===== config.mk =====
export PLATFORM = sky130hd
export DESIGN_NAME = tsss_top
export DESIGN_NICKNAME = d
export VERILOG_FILES = /design/src/tsss_pkg.sv /design/src/tsss_top.sv
export SDC_FILE = /design/constraint.sdc
export NUM_CORES = 1
export LEC_CHECK = 0
export ABC_AREA = 1
export BUFFER_PORTS_ARGS = -buffer_cell sky130_fd_sc_hd__buf_2
export CAP_MARGIN = 0
export CORE_MARGIN = 5
export CORE_UTILIZATION = 45
export DETAILED_ROUTE_END_ITERATION = 12
export GPL_ROUTABILITY_DRIVEN = 0
export PLACE_DENSITY = 0.67
export REMOVE_ABC_BUFFERS = 1
export SYNTH_ARGS = -nofsm -noshare
export SYNTH_HDL_FRONTEND = slang
export SYNTH_SLANG_ARGS = --single-unit

===== constraint.sdc =====
create_clock -name CORE_CLK -period 2.6 [get_ports CORE_CLK]
set_clock_uncertainty 0.05 [all_clocks]
set_input_delay 0.26 -clock CORE_CLK [delete_from_list [all_inputs] [get_ports CORE_CLK]]
set_output_delay 0.26 -clock CORE_CLK [all_outputs]
set_load 0.02 [all_outputs]

===== src/tsss_pkg.sv =====
package tsss_pkg;
  localparam longint unsigned CLK_HZ = 200_000_000;
  localparam longint unsigned CAP_HOLD_MS = 750;
  localparam longint unsigned LOCK_TIME_S = 180;
  localparam longint unsigned PARK_MAX_S = 45;
  localparam longint unsigned TIMEOUT_MS = 2500;
  localparam longint unsigned TIMEOUT_LONG_MS = 4000;
  localparam longint unsigned RAMP_TICK_MS = 10;
  localparam longint unsigned LANY_DECEL_MMPH_S = 2500;
  localparam longint unsigned LINK_DECEL_MMPH_S = 500;
  localparam longint unsigned CAP_CYC = (CAP_HOLD_MS * CLK_HZ + 999) / 1000;
  localparam longint unsigned LOCK_CYC = LOCK_TIME_S * CLK_HZ;
  localparam longint unsigned PARK_CYC = PARK_MAX_S * CLK_HZ;
  localparam longint unsigned TO_CYC = (TIMEOUT_MS * CLK_HZ + 999) / 1000;
  localparam longint unsigned TO_LONG_CYC = (TIMEOUT_LONG_MS * CLK_HZ + 999) / 1000;
  localparam longint unsigned TICK_CYC = RAMP_TICK_MS * CLK_HZ / 1000;
  localparam logic [15:0] LANY_STEP = 16'(LANY_DECEL_MMPH_S * RAMP_TICK_MS / 1000);
  localparam logic [15:0] LINK_STEP = 16'(LINK_DECEL_MMPH_S * RAMP_TICK_MS / 1000);
  localparam logic [7:0] REG_CTRL = 8'h00;
  localparam logic [7:0] REG_STATUS = 8'h04;
  localparam logic [7:0] REG_SPEED = 8'h08;
  localparam logic [7:0] REG_ELEV = 8'h0c;
  localparam int CTRL_LONG_BIT = 0;
  localparam logic CTRL_LONG_RST = 1'b0;
  localparam int STAT_ERR_BIT = 0;
  localparam int STAT_PARKF_BIT = 1;
  localparam int STAT_SESS_BIT = 2;
  localparam int STAT_LOCK_BIT = 3;
  localparam int STAT_STATE_LSB = 8;
  typedef enum logic [2:0] {CMD_NOP, CMD_OPEN, CMD_CLOSE, CMD_START, CMD_SET, CMD_STOP} tsss_cmd_e;
  typedef enum logic [2:0] {ST_IDLE, ST_RUN, ST_COAST, ST_RAMP, ST_LOCK, ST_PARK} tsss_state_e;
endpackage


===== src/tsss_top.sv =====
// Decided for this implementation: the strobed register port and the placing of the registers.
`timescale 1ns/1ps
module tsss_top
  import tsss_pkg::*;
#(
  parameter longint unsigned P_CAP_CYC = CAP_CYC,
  parameter longint unsigned P_LOCK_CYC = LOCK_CYC,
  parameter longint unsigned P_PARK_CYC = PARK_CYC,
  parameter longint unsigned P_TO_CYC = TO_CYC,
  parameter longint unsigned P_TO_LONG_CYC = TO_LONG_CYC,
  parameter longint unsigned P_TICK_CYC = TICK_CYC
)
(
  input wire logic CORE_CLK,
  input wire logic RESET,
  input wire logic RS_MSG_VALID,
  input wire logic [2:0] RS_MSG_CMD,
  input wire logic [15:0] RS_MSG_SPEED,
  input wire logic [7:0] RS_MSG_ELEV,
  input wire logic RS_LINK_UP,
  input wire logic USB_MSG_VALID,
  input wire logic [2:0] USB_MSG_CMD,
  input wire logic [15:0] USB_MSG_SPEED,
  input wire logic [7:0] USB_MSG_ELEV,
  input wire logic USB_LINK_UP,
  input wire logic EMERGENCY_STOP_BUTTON,
  input wire logic LANYARD_ATTACHED,
  input wire logic LANYARD_CAP_PRESSED,
  input wire logic ELEV_AT_ZERO,
  input wire logic PARK_CHECK_DONE,
  input wire logic [7:0] REG_ADDR,
  input wire logic [31:0] REG_WDATA,
  input wire logic REG_WR,
  input wire logic REG_RD,
  output logic [31:0] REG_RDATA,
  output logic BELT_DRIVE_EN,
  output logic [15:0] BELT_SPEED,
  output logic BELT_LOCK,
  output logic [7:0] ELEV_TARGET,
  output logic CONSOLE_KEYS_EN,
  output logic ERROR_MODE
);

  if (P_TICK_CYC < 1 || P_CAP_CYC < 1 || P_TO_CYC < 1 || P_TO_LONG_CYC < 1)
  begin : g_bad_count
    $error("tsss_top: counts must be at least one cycle");
  end
  if (P_LOCK_CYC >= (64'd1 << 40) || P_PARK_CYC >= (64'd1 << 40))
  begin : g_bad_wide
    $error("tsss_top: lock or park count exceeds counter width");
  end
  if (P_CAP_CYC >= (64'd1 << 32) || P_TO_LONG_CYC >= (64'd1 << 32))
  begin : g_bad_narrow
    $error("tsss_top: cap or timeout count exceeds counter width");
  end

  function automatic logic [15:0] sat_sub(input logic [15:0] a, input logic [15:0] b);
    sat_sub = (a > b) ? a - b : 16'h0000;
  endfunction

  tsss_state_e state_reg, state_next;
  logic msg_valid;
  tsss_cmd_e msg_cmd;
  logic [15:0] msg_speed;
  logic [7:0] msg_elev;
  logic session_reg;
  logic long_to_reg;
  logic [31:0] to_cnt_reg;
  logic [31:0] cap_cnt_reg;
  logic [31:0] tick_cnt_reg;
  logic [39:0] lock_cnt_reg;
  logic [39:0] park_cnt_reg;
  logic lany_src_reg;
  logic fast_reg;
  logic error_reg;
  logic park_fault_reg;
  logic [15:0] speed_reg;
  logic [7:0] elev_reg;
  logic [31:0] rdata_reg;
  logic cap_long, kill, link_lost, timed_out, link_bad, tick;
  logic lock_done, park_done, park_ok, start_cmd, start_early, start_ok;

  // serial wins a same-cycle collision; the usb message is dropped
  always_comb
  begin
    if (RS_MSG_VALID)
    begin
      msg_valid = 1'b1;
      msg_cmd = tsss_cmd_e'(RS_MSG_CMD);
      msg_speed = RS_MSG_SPEED;
      msg_elev = RS_MSG_ELEV;
    end
    else
    begin
      msg_valid = USB_MSG_VALID;
      msg_cmd = tsss_cmd_e'(USB_MSG_CMD);
      msg_speed = USB_MSG_SPEED;
      msg_elev = USB_MSG_ELEV;
    end
  end

  assign cap_long = cap_cnt_reg >= 32'(P_CAP_CYC);
  assign kill = !LANYARD_ATTACHED || cap_long;
  assign link_lost = session_reg && !(RS_LINK_UP || USB_LINK_UP);
  assign timed_out = session_reg
    && (to_cnt_reg >= (long_to_reg ? 32'(P_TO_LONG_CYC) : 32'(P_TO_CYC)));
  assign link_bad = link_lost || timed_out;
  assign tick = tick_cnt_reg == 32'(P_TICK_CYC - 1);
  assign lock_done = lock_cnt_reg >= 40'(P_LOCK_CYC);
  assign park_done = park_cnt_reg >= 40'(P_PARK_CYC);
  assign park_ok = ELEV_AT_ZERO && PARK_CHECK_DONE;
  assign start_cmd = msg_valid && msg_cmd == CMD_START;
  // a start during parking is early too, whatever the height sensor says
  assign start_early = start_cmd && !error_reg
    && (!ELEV_AT_ZERO || state_reg == ST_PARK);
  assign start_ok = start_cmd && !error_reg && !start_early && state_reg == ST_IDLE
    && !kill && !EMERGENCY_STOP_BUTTON && !link_bad;

  always_comb
  begin
    state_next = state_reg;
    if (EMERGENCY_STOP_BUTTON && state_reg != ST_COAST)
    begin
      state_next = ST_COAST;
    end
    else
    begin
      case (state_reg)
        ST_IDLE:
        begin
          if (kill)
            state_next = ST_LOCK;
          else if (start_ok)
            state_next = ST_RUN;
        end
        ST_RUN:
        begin
          if (kill || link_bad)
            state_next = ST_RAMP;
          else if (msg_valid && msg_cmd == CMD_STOP)
            state_next = ST_IDLE;
        end
        ST_COAST:
        begin
          if (!EMERGENCY_STOP_BUTTON)
            state_next = ST_PARK;
        end
        ST_RAMP:
        begin
          if (speed_reg == 16'h0000)
            state_next = ST_LOCK;
        end
        ST_LOCK:
        begin
          if (lany_src_reg && !kill)
            state_next = ST_PARK;
          else if (!lany_src_reg && lock_done)
            state_next = ST_IDLE;
        end
        ST_PARK:
        begin
          if (kill)
            state_next = ST_LOCK;
          else if (park_ok || park_done)
            state_next = ST_IDLE;
        end
        default: state_next = ST_IDLE;
      endcase
    end
  end

  always_ff @(posedge CORE_CLK)
  begin
    if (RESET)
      state_reg <= ST_IDLE;
    else
      state_reg <= state_next;
  end

  // lanyard source picks the fast ramp and the reattach exit
  always_ff @(posedge CORE_CLK)
  begin
    if (RESET)
    begin
      lany_src_reg <= 1'b0;
      fast_reg <= 1'b0;
    end
    else if (state_reg != ST_RAMP && state_reg != ST_LOCK && kill)
    begin
      lany_src_reg <= 1'b1;
      fast_reg <= 1'b1;
    end
    else if (state_reg == ST_RUN && link_bad)
    begin
      lany_src_reg <= 1'b0;
      fast_reg <= 1'b0;
    end
    else if (state_reg == ST_RAMP && kill)
    begin
      lany_src_reg <= 1'b1;
      fast_reg <= 1'b1;
    end
  end

  always_ff @(posedge CORE_CLK)
  begin
    if (RESET)
      speed_reg <= 16'h0000;
    else if (state_next == ST_RUN && state_reg == ST_IDLE)
      speed_reg <= msg_speed;
    else if (state_reg == ST_RUN && state_next == ST_RUN)
    begin
      if (msg_valid && msg_cmd == CMD_SET)
        speed_reg <= msg_speed;
    end
    else if (state_reg == ST_RAMP && state_next == ST_RAMP)
    begin
      if (tick)
        speed_reg <= sat_sub(speed_reg, fast_reg ? LANY_STEP : LINK_STEP);
    end
    else if (state_next != ST_RAMP)
      speed_reg <= 16'h0000;
  end

  always_ff @(posedge CORE_CLK)
  begin
    if (RESET)
      tick_cnt_reg <= 32'h0000_0000;
    else if (state_reg != ST_RAMP || tick)
      tick_cnt_reg <= 32'h0000_0000;
    else
      tick_cnt_reg <= tick_cnt_reg + 32'h0000_0001;
  end

  // elevation only moves in idle, run and park; stops hold it
  always_ff @(posedge CORE_CLK)
  begin
    if (RESET)
      elev_reg <= 8'h00;
    else if (state_next == ST_PARK)
      elev_reg <= 8'h00;
    else if (state_next == ST_RUN && state_reg == ST_IDLE)
      elev_reg <= msg_elev;
    else if ((state_reg == ST_RUN || state_reg == ST_IDLE) && state_next == state_reg
      && msg_valid && msg_cmd == CMD_SET)
      elev_reg <= msg_elev;
  end

  always_ff @(posedge CORE_CLK)
  begin
    if (RESET)
      error_reg <= 1'b0;
    else if (start_early)
      error_reg <= 1'b1;
  end

  always_ff @(posedge CORE_CLK)
  begin
    if (RESET)
      cap_cnt_reg <= 32'h0000_0000;
    else if (!LANYARD_CAP_PRESSED)
      cap_cnt_reg <= 32'h0000_0000;
    else if (!cap_long)
      cap_cnt_reg <= cap_cnt_reg + 32'h0000_0001;
  end

  always_ff @(posedge CORE_CLK)
  begin
    if (RESET)
      lock_cnt_reg <= 40'h00_0000_0000;
    else if (state_reg != ST_LOCK)
      lock_cnt_reg <= 40'h00_0000_0000;
    else if (!lock_done)
      lock_cnt_reg <= lock_cnt_reg + 40'h00_0000_0001;
  end

  always_ff @(posedge CORE_CLK)
  begin
    if (RESET)
      park_cnt_reg <= 40'h00_0000_0000;
    else if (state_reg != ST_PARK)
      park_cnt_reg <= 40'h00_0000_0000;
    else if (!park_done)
      park_cnt_reg <= park_cnt_reg + 40'h00_0000_0001;
  end

  // park left on the bound without a clean check is reported, not hidden
  always_ff @(posedge CORE_CLK)
  begin
    if (RESET)
      park_fault_reg <= 1'b0;
    else if (state_reg == ST_PARK && park_done && !park_ok)
      park_fault_reg <= 1'b1;
  end

  always_ff @(posedge CORE_CLK)
  begin
    if (RESET)
      session_reg <= 1'b0;
    else if (msg_valid && msg_cmd == CMD_OPEN)
      session_reg <= 1'b1;
    else if (msg_valid && msg_cmd == CMD_CLOSE)
      session_reg <= 1'b0;
  end

  always_ff @(posedge CORE_CLK)
  begin
    if (RESET)
      to_cnt_reg <= 32'h0000_0000;
    else if (msg_valid || !session_reg)
      to_cnt_reg <= 32'h0000_0000;
    else if (!timed_out)
      to_cnt_reg <= to_cnt_reg + 32'h0000_0001;
  end

  always_ff @(posedge CORE_CLK)
  begin
    if (RESET)
      long_to_reg <= CTRL_LONG_RST;
    else if (REG_WR && REG_ADDR == REG_CTRL)
      long_to_reg <= REG_WDATA[CTRL_LONG_BIT];
  end

  always_ff @(posedge CORE_CLK)
  begin
    if (RESET)
      rdata_reg <= 32'h0000_0000;
    else if (!REG_RD)
      rdata_reg <= 32'h0000_0000;
    else if (REG_ADDR == REG_CTRL)
      rdata_reg <= {31'h0000_0000, long_to_reg};
    else if (REG_ADDR == REG_STATUS)
    begin
      rdata_reg <= 32'h0000_0000;
      rdata_reg[STAT_ERR_BIT] <= error_reg;
      rdata_reg[STAT_PARKF_BIT] <= park_fault_reg;
      rdata_reg[STAT_SESS_BIT] <= session_reg;
      rdata_reg[STAT_LOCK_BIT] <= BELT_LOCK;
      rdata_reg[STAT_STATE_LSB +: 3] <= state_reg;
    end
    else if (REG_ADDR == REG_SPEED)
      rdata_reg <= {16'h0000, speed_reg};
    else if (REG_ADDR == REG_ELEV)
      rdata_reg <= {24'h00_0000, elev_reg};
    else
      rdata_reg <= 32'h0000_0000;
  end

  assign REG_RDATA = rdata_reg;
  assign BELT_DRIVE_EN = (state_reg == ST_RUN || state_reg == ST_RAMP) && !error_reg;
  assign BELT_SPEED = speed_reg;
  assign BELT_LOCK = state_reg == ST_LOCK && !lock_done;
  assign ELEV_TARGET = elev_reg;
  assign CONSOLE_KEYS_EN = !session_reg;
  assign ERROR_MODE = error_reg;
endmodule // tsss_top


# After elaboration in Yosys (flattened, before gate mapping)
# Index checks and enable logic that the tools add are counted.
# W data, S select, Z words.
[op_classes] n_eq_ne=25 muxes=36 div=0 order_cmp=5 shift=0 mul=0 n_addsub=6 n_reduce_logical=73 bitwise_logic=2
[ops] op="$mux W16" count=9
[ops] op="$add A32 B1 Y32 const B" count=3
[ops] op="$add A40 B1 Y40 const B" count=2
[ops] op="$ge A40 B34 Y1 const B" count=1
[ops] op="$ge A40 B36 Y1 const B" count=1
[ops] op="$mux W3" count=12
[ops] op="$logic_and A1 B1 Y1" count=33
[ops] op="$eq A32 B21 Y1 const B" count=1
[ops] op="$ge A32 B28 Y1 const B" count=1
[ops] op="$ge A32 B30 Y1" count=1
[ops] op="$mux W8" count=4
[ops] op="$mux W30" count=1
[ops] op="$pmux W3 S6" count=1
[ops] op="$eq A8 B4 Y1 const B" count=2
[ops] op="$gt A16 B5 Y1" count=1
[ops] op="$logic_not A16 Y1" count=1
[ops] op="$sub A16 B5 Y16" count=1
[ops] op="$eq A3 B2 Y1 const B" count=5
[ops] op="$eq A3 B3 Y1 const B" count=5
[ops] op="$reduce_or A2 Y1" count=7
[ops] op="$logic_not A1 Y1" count=12
[ops] op="$mux W11" count=1
[ops] op="$logic_or A1 B1 Y1" count=10
[ops] op="$eq A3 B1 Y1 const B" count=3
[ops] op="18 further kinds" count=29
[word_totals] inputBits=107 mem_bits_ro=0 latchBits=0 mem_bits_rw=0 memories=0 elab_cells=164 regBits=240

# Depth between registers and ports, before layout
[logic_depth] depth_word=21 ltp_mapped=23

# Least setup slack after synthesis
# Ideal clock, no wire load.
[synth_path] path_kind="register -> register" start="register long_to_reg" end="register to_cnt_reg[29]" synth_period_minus_slack_ps=2573 required_ps=2434 t_arrival_ps=2406 setup_time_ps=116 path_buffers=0 stages_incl_launch_ff=21 path_slack_ps=27 path_cell_list="dfxtp_1 inv_1 ha_1 nand2_1 nand2_1 a21oi_1 nand2_1 a21oi_1 nand2_1 nand2_2 nand2_2 nor2_4 nand2_2 nor2_4 nand2_1 nor2_2 nand2_2 nor2_1 nand2_1 o21ai_1 a21oi_1"
[synth_between] elab_chain_len=3
[synth_rtl] element="start, declared" line="tsss_top.sv:67" rtl="logic long_to_reg;"
[synth_rtl] element="start signal, assigned" line="tsss_top.sv:321" rtl="long_to_reg <= REG_WDATA[CTRL_LONG_BIT];"
[synth_rtl] element="$mux W30" line="tsss_top.sv:106" rtl="&& (to_cnt_reg >= (long_to_reg ? 32'(P_TO_LONG_CYC) : 32'(P_TO_CYC)));"
[synth_rtl] element="$ge A32 B30 Y1" line="tsss_top.sv:106"
[synth_rtl] element="$logic_and A1 B1 Y1" line="tsss_top.sv:106"
[synth_rtl] element="end signal, assigned" line="tsss_top.sv:313" rtl="to_cnt_reg <= to_cnt_reg + 32'h0000_0001;"
[synth_rtl] element="end, declared" line="tsss_top.sv:68" rtl="logic [31:0] to_cnt_reg;"
# Every way passes these cells.
# A chain may end at the register's enable or synchronous reset.

# Final worst setup path
[layout_path] start="register long_to_reg" end="register speed_reg[14], in the netlist BELT_SPEED[14]"
[layout_between] elab_chain_len=15 word_cells_on_any_way=25
[layout_rtl] element="$mux W30 (*)" line="tsss_top.sv:106"
[layout_rtl] element="$ge A32 B30 Y1 (*)" line="tsss_top.sv:106"
[layout_rtl] element="$logic_and A1 B1 Y1 (*)" line="tsss_top.sv:106"
[layout_rtl] element="$logic_or A1 B1 Y1 (*)" line="tsss_top.sv:107" rtl="assign link_bad = link_lost || timed_out;"
[layout_rtl] element="$logic_not A1 Y1" line="tsss_top.sv:117" rtl="&& !kill && !EMERGENCY_STOP_BUTTON && !link_bad;"
[layout_rtl] element="$logic_and A1 B1 Y1" line="tsss_top.sv:117"
[layout_rtl] element="$mux W3" line="tsss_top.sv:133" rtl="else if (start_ok)"
[layout_rtl] element="$mux W3" line="tsss_top.sv:131" rtl="if (kill)"
[layout_rtl] element="$pmux W3 S6 (*)" line="tsss_top.sv:128" rtl="case (state_reg)"
[layout_rtl] element="$mux W3 (*)" line="tsss_top.sv:122" rtl="if (EMERGENCY_STOP_BUTTON && state_reg != ST_COAST)"
[layout_rtl] element="$eq A3 B2 Y1" line="tsss_top.sv:216" rtl="else if (state_reg == ST_RAMP && state_next == ST_RAMP)"
[layout_rtl] element="$logic_and A1 B1 Y1" line="tsss_top.sv:216"
[layout_rtl] element="$mux W16" line="tsss_top.sv:216"
[layout_rtl] element="$mux W16" line="tsss_top.sv:211" rtl="else if (state_reg == ST_RUN && state_next == ST_RUN)"
[layout_rtl] element="$mux W16" line="tsss_top.sv:209" rtl="else if (state_next == ST_RUN && state_reg == ST_IDLE)"
[layout_rtl] element="end signal, assigned" line="tsss_top.sv:210" rtl="speed_reg <= msg_speed;"
[layout_rtl] element="end signal, assigned" line="tsss_top.sv:214" rtl="speed_reg <= msg_speed;"
[layout_rtl] element="end signal, assigned" line="tsss_top.sv:219" rtl="speed_reg <= sat_sub(speed_reg, fast_reg ? LANY_STEP : LINK_STEP);"
[layout_rtl] element="end, declared" line="tsss_top.sv:77" rtl="logic [15:0] speed_reg;"
# Every way passes the cells marked *; elsewhere a longest branch is shown, timed or not.

==> flow_summary.ini <==
[logic_synthesis]
syn_area_um2 = 12670
synth_cell_types = 62
synth_seq_cells = 224
avgSynthCellArea_um2 = 6.667
synth_xor_area_frac = 0.02835
synth-seq-area-share = 0.3540
synth_top_family_by_area = simple AND/OR/NAND/NOR gates
synthMuxAreaShare = 0.002371
synthFlopType = dfxtp_1
netlist_instances = 1900
synth_compound_area_frac = 0.1206
yosys.area_share.simple = 0.3626
ys_warn_count = 0
synth-adder-area-share = 0.02568
async_flop_share = 0
synth_edf_count = 0

[critical_path]
reg2regPathDepth = 20
end_kind = register
worstPathCellList = inv_6 -> ha_1 -> nand2_1 -> nor3b_2 -> nand2_1 -> a21oi_2 -> nand2_2 -> nand2_4 -> nand3_4 -> nand2_4 -> nand2_4 -> nor2_4 -> nand4_4 -> inv_4 -> nand3_4 -> nand2_8 -> clkbuf_16 -> nand2_2 -> nand2_1 -> nor2_1
path_class = reg2reg
r2r_end = BELT_SPEED[14]
cp_slowest_cell = dfxtp_4
rrSetupSlack_ps = -120
crit_start = long_to_reg
required_ps = 2970
cp.depth = 20
critical_path_arrival_ps = 3090
cp_max_fo = 8
cp.buffers_inverters = 3
worst_path_largest_cell_delay_ps = 380
cpLargestDelayFamily = simple AND/OR/NAND/NOR gates
timing.rr.start = long_to_reg
critPathLaunchType = register
crit_end = BELT_SPEED[14]

[clock_network]
cts_tree = built
clk_latency_ps = 520
clk_root_buffer_cell = clkbuf_16
htree_levels = 1
numCtsBuffers = 26
clkSinkCount = 224
clkSlewWorstSetupHoldPaths_ps = 60
ctsLongestPathBuffers = 3

[route]
vias_per_cell = 5.120
post-route-drc-count = 0
antenna_left = 0
dr.pass1.iters = 5
drt_iter0_markers = 1038
routed_wl_um = 34760
wl_per_cell_um = 13.84
num_vias = 12860

[placement]
dpl.hpwl_um = 25340
port_buffers = 119

[power]
p_sw_frac = 0.2449
p_int_mw = 5.883
clkPwrFrac = 0.453
powerDensity_nw_per_um2 = 496.9
worst_ir_drop_vdd_mv = 0.4347
leakage_nw = 6.166
combinationalPowerShare = 0.099
switching_power_mw = 1.908
p_seq_frac = 0.448
power_mw = 7.791

[cells_and_area]
n_fill_cell = 2674
final_cell_mix = 420 x nand2_1, 259 x inv_1, 226 x nor2_1
drive_gt1_frac = 0.1791
areaGrowthSynthToFinish_pct = 23.78
final_net_count = 2250
final_common_cell = nand2_1

[grt]
grt_overflow = 0
antenna_found_initial = 1
grt_pass1_wl_um = 55430
grt_pass1_vias = 11920
grtUsageTotal = 0.2072
grt_max_degree = 32

[min_path]
hold_depth = 4
hold_class = in2reg

[sta]
setup_viol = 29
setup_ws_ps = -116.3
period_share = 1.045
finalHoldViolations = 0
finalMaxSlewViolations = 0
fmax_ghz = 0.3681
max-slew-margin-rel = 0.5537
min_period_ps = 2716
rsz0062_at_grt = true
final.setup.tns_ps = -1531
worst_pin_slew_ps = 667.0

[die]
rows = 61
dieArea_um2 = 31600
ios = 167
core_um2 = 27780
die_h_um = 177.8
start_util = 0.4560
die_w_um = 177.8

[status]
violations = negative setup slack
status = finished, violations left

[flow_run]
drv_cap = 0
per-layer routing:
| metal | track usage | part of all wire | up-vias | routed length [um] |
|---|---|---|---|---|
| li1 | - | - | 6577 | - |
| met1 | 0.2718 | 0.45 | 5939 | 15590 |
| met2 | 0.3564 | 0.48 | 285 | 16730 |
| met3 | 0.03132 | 0.047 | 61 | 1637 |
| met4 | 0.05479 | 0.023 | 0 | 801 |
| met5 | 0 | 0 | - | 0 |
worst min-delay path by stage:
stage                     start               end  slack (ps)
2_1_floorplan             RESET        ERROR_MODE         280
3_3_place_gp   park_cnt_reg[34]  park_cnt_reg[34]         370
3_5_place_dp   park_cnt_reg[35]  park_cnt_reg[35]         370
4_1_cts            ELEV_AT_ZERO        ERROR_MODE          70
5_1_grt            ELEV_AT_ZERO        ERROR_MODE         100
6_report           ELEV_AT_ZERO        ERROR_MODE          90
synth_stat cells, types with 3 or more instances:
| cell | instances | share of area |
|---|---|---|
| a21oi_1 | 123 | 0.049 |
| a31oi_1 | 15 | 0.0074 |
| and3_1 | 4 | 0.0020 |
| buf_2 | 4 | 0.0016 |
| buf_4 | 19 | 0.011 |
| buf_6 | 4 | 0.0036 |
| clkbuf_1 | 22 | 0.0065 |
| dfxtp_1 | 224 | 0.35 |
| ha_1 | 26 | 0.026 |
| inv_1 | 265 | 0.079 |
| inv_2 | 9 | 0.0027 |
| mux2i_1 | 3 | 0.0024 |
| nand2_1 | 436 | 0.13 |
| nand2_2 | 9 | 0.0044 |
| nand2_4 | 3 | 0.0027 |
| nand3_1 | 79 | 0.031 |
| nand3_2 | 5 | 0.0040 |
| nand3b_1 | 7 | 0.0041 |
| nand4_1 | 49 | 0.024 |
| nand4_2 | 5 | 0.0049 |
| nand4_4 | 3 | 0.0050 |
| nor2_1 | 235 | 0.070 |
| nor2_2 | 17 | 0.0084 |
| nor2_4 | 9 | 0.0080 |
| nor3_1 | 78 | 0.031 |
| nor3_2 | 4 | 0.0032 |
| nor3b_1 | 5 | 0.0030 |
| nor4_1 | 32 | 0.016 |
| o21a_1 | 15 | 0.0089 |
| o21ai_0 | 100 | 0.040 |
| o21ai_1 | 12 | 0.0047 |
| xnor2_1 | 9 | 0.0062 |
| xor2_1 | 32 | 0.022 |
cells by family after synthesis:
group | Yosys count
other | 1
buffers and inverters | 328
AOI/OAI and AO/OA | 283
DFF | 224
muxes | 3
adders and majority gates | 26
xor gates and xnor gates | 41
and+or+nand+nor | 994
power by group through the flow:
stage / combinational [mW] / sequential [mW] / clock, mW
3_5_place_dp: 0.689 / 3.56 / 0
6_report: 0.773 / 3.49 / 3.53
4_1_cts: 0.731 / 3.49 / 3.61
3_3_place_gp: 0.676 / 3.56 / 0
2_1_floorplan: 0.396 / 3.58 / 0
5_1_grt: 0.853 / 3.49 / 3.77
metrics by stage:
stage          cell area, um2  setup WS [ps]  instances  utilization  hold slack (ps)
6_report                15680         -116.3       2512       0.5644            88.61
5_1_grt                 15680         -226.9       2512       0.5644            103.0
4_1_cts                 15240         -34.53       2496       0.5487            73.25
3_5_place_dp            14040         -249.8       2427       0.5054            369.5
3_3_place_gp            14040         -102.4       2427       0.5054            366.2
2_1_floorplan           12430         -145.8       1864            -            279.1
final cells by class:
class | count | area [um2] | area share
diodes | 1 | 2.502 | 0.0001596
clock buffers | 41 | 778.2 | 0.04963
clock inverters | 3 | 40.04 | 0.002553
inverters | 277 | 1051 | 0.06703
multi-input cells | 1364 | 7297 | 0.4654
flip-flops and latches | 224 | 4491 | 0.2864
well taps | 378 | 473.0 | 0.03016
repair buffers | 224 | 1548 | 0.09871
worst register-to-register path, cell delays in order (launching register included):
cell,delay [ps]
dfxtp_4,380
inv_6,60
ha_1,300
nand2_1,60
nor3b_2,160
nand2_1,80
a21oi_2,140
nand2_2,100
nand2_4,120
nand3_4,120
nand2_4,100
nand2_4,50
nor2_4,130
nand4_4,100
inv_4,90
nand3_4,100
nand2_8,150
clkbuf_16,170
nand2_2,40
nand2_1,60
nor2_1,40
what timing repair did:
item / 4_1_cts / 5_1_grt
pin swaps: 0 / 33
gates resized for setup: 25 / 79
hold buffers: 19 / 0
cloned: 2 / 2
endpoints found under the hold margin: 10 / 0
buffers inserted: 4 / 15
setup endpoints to repair: 38 / 68
(Power assumes the default switching activity.)
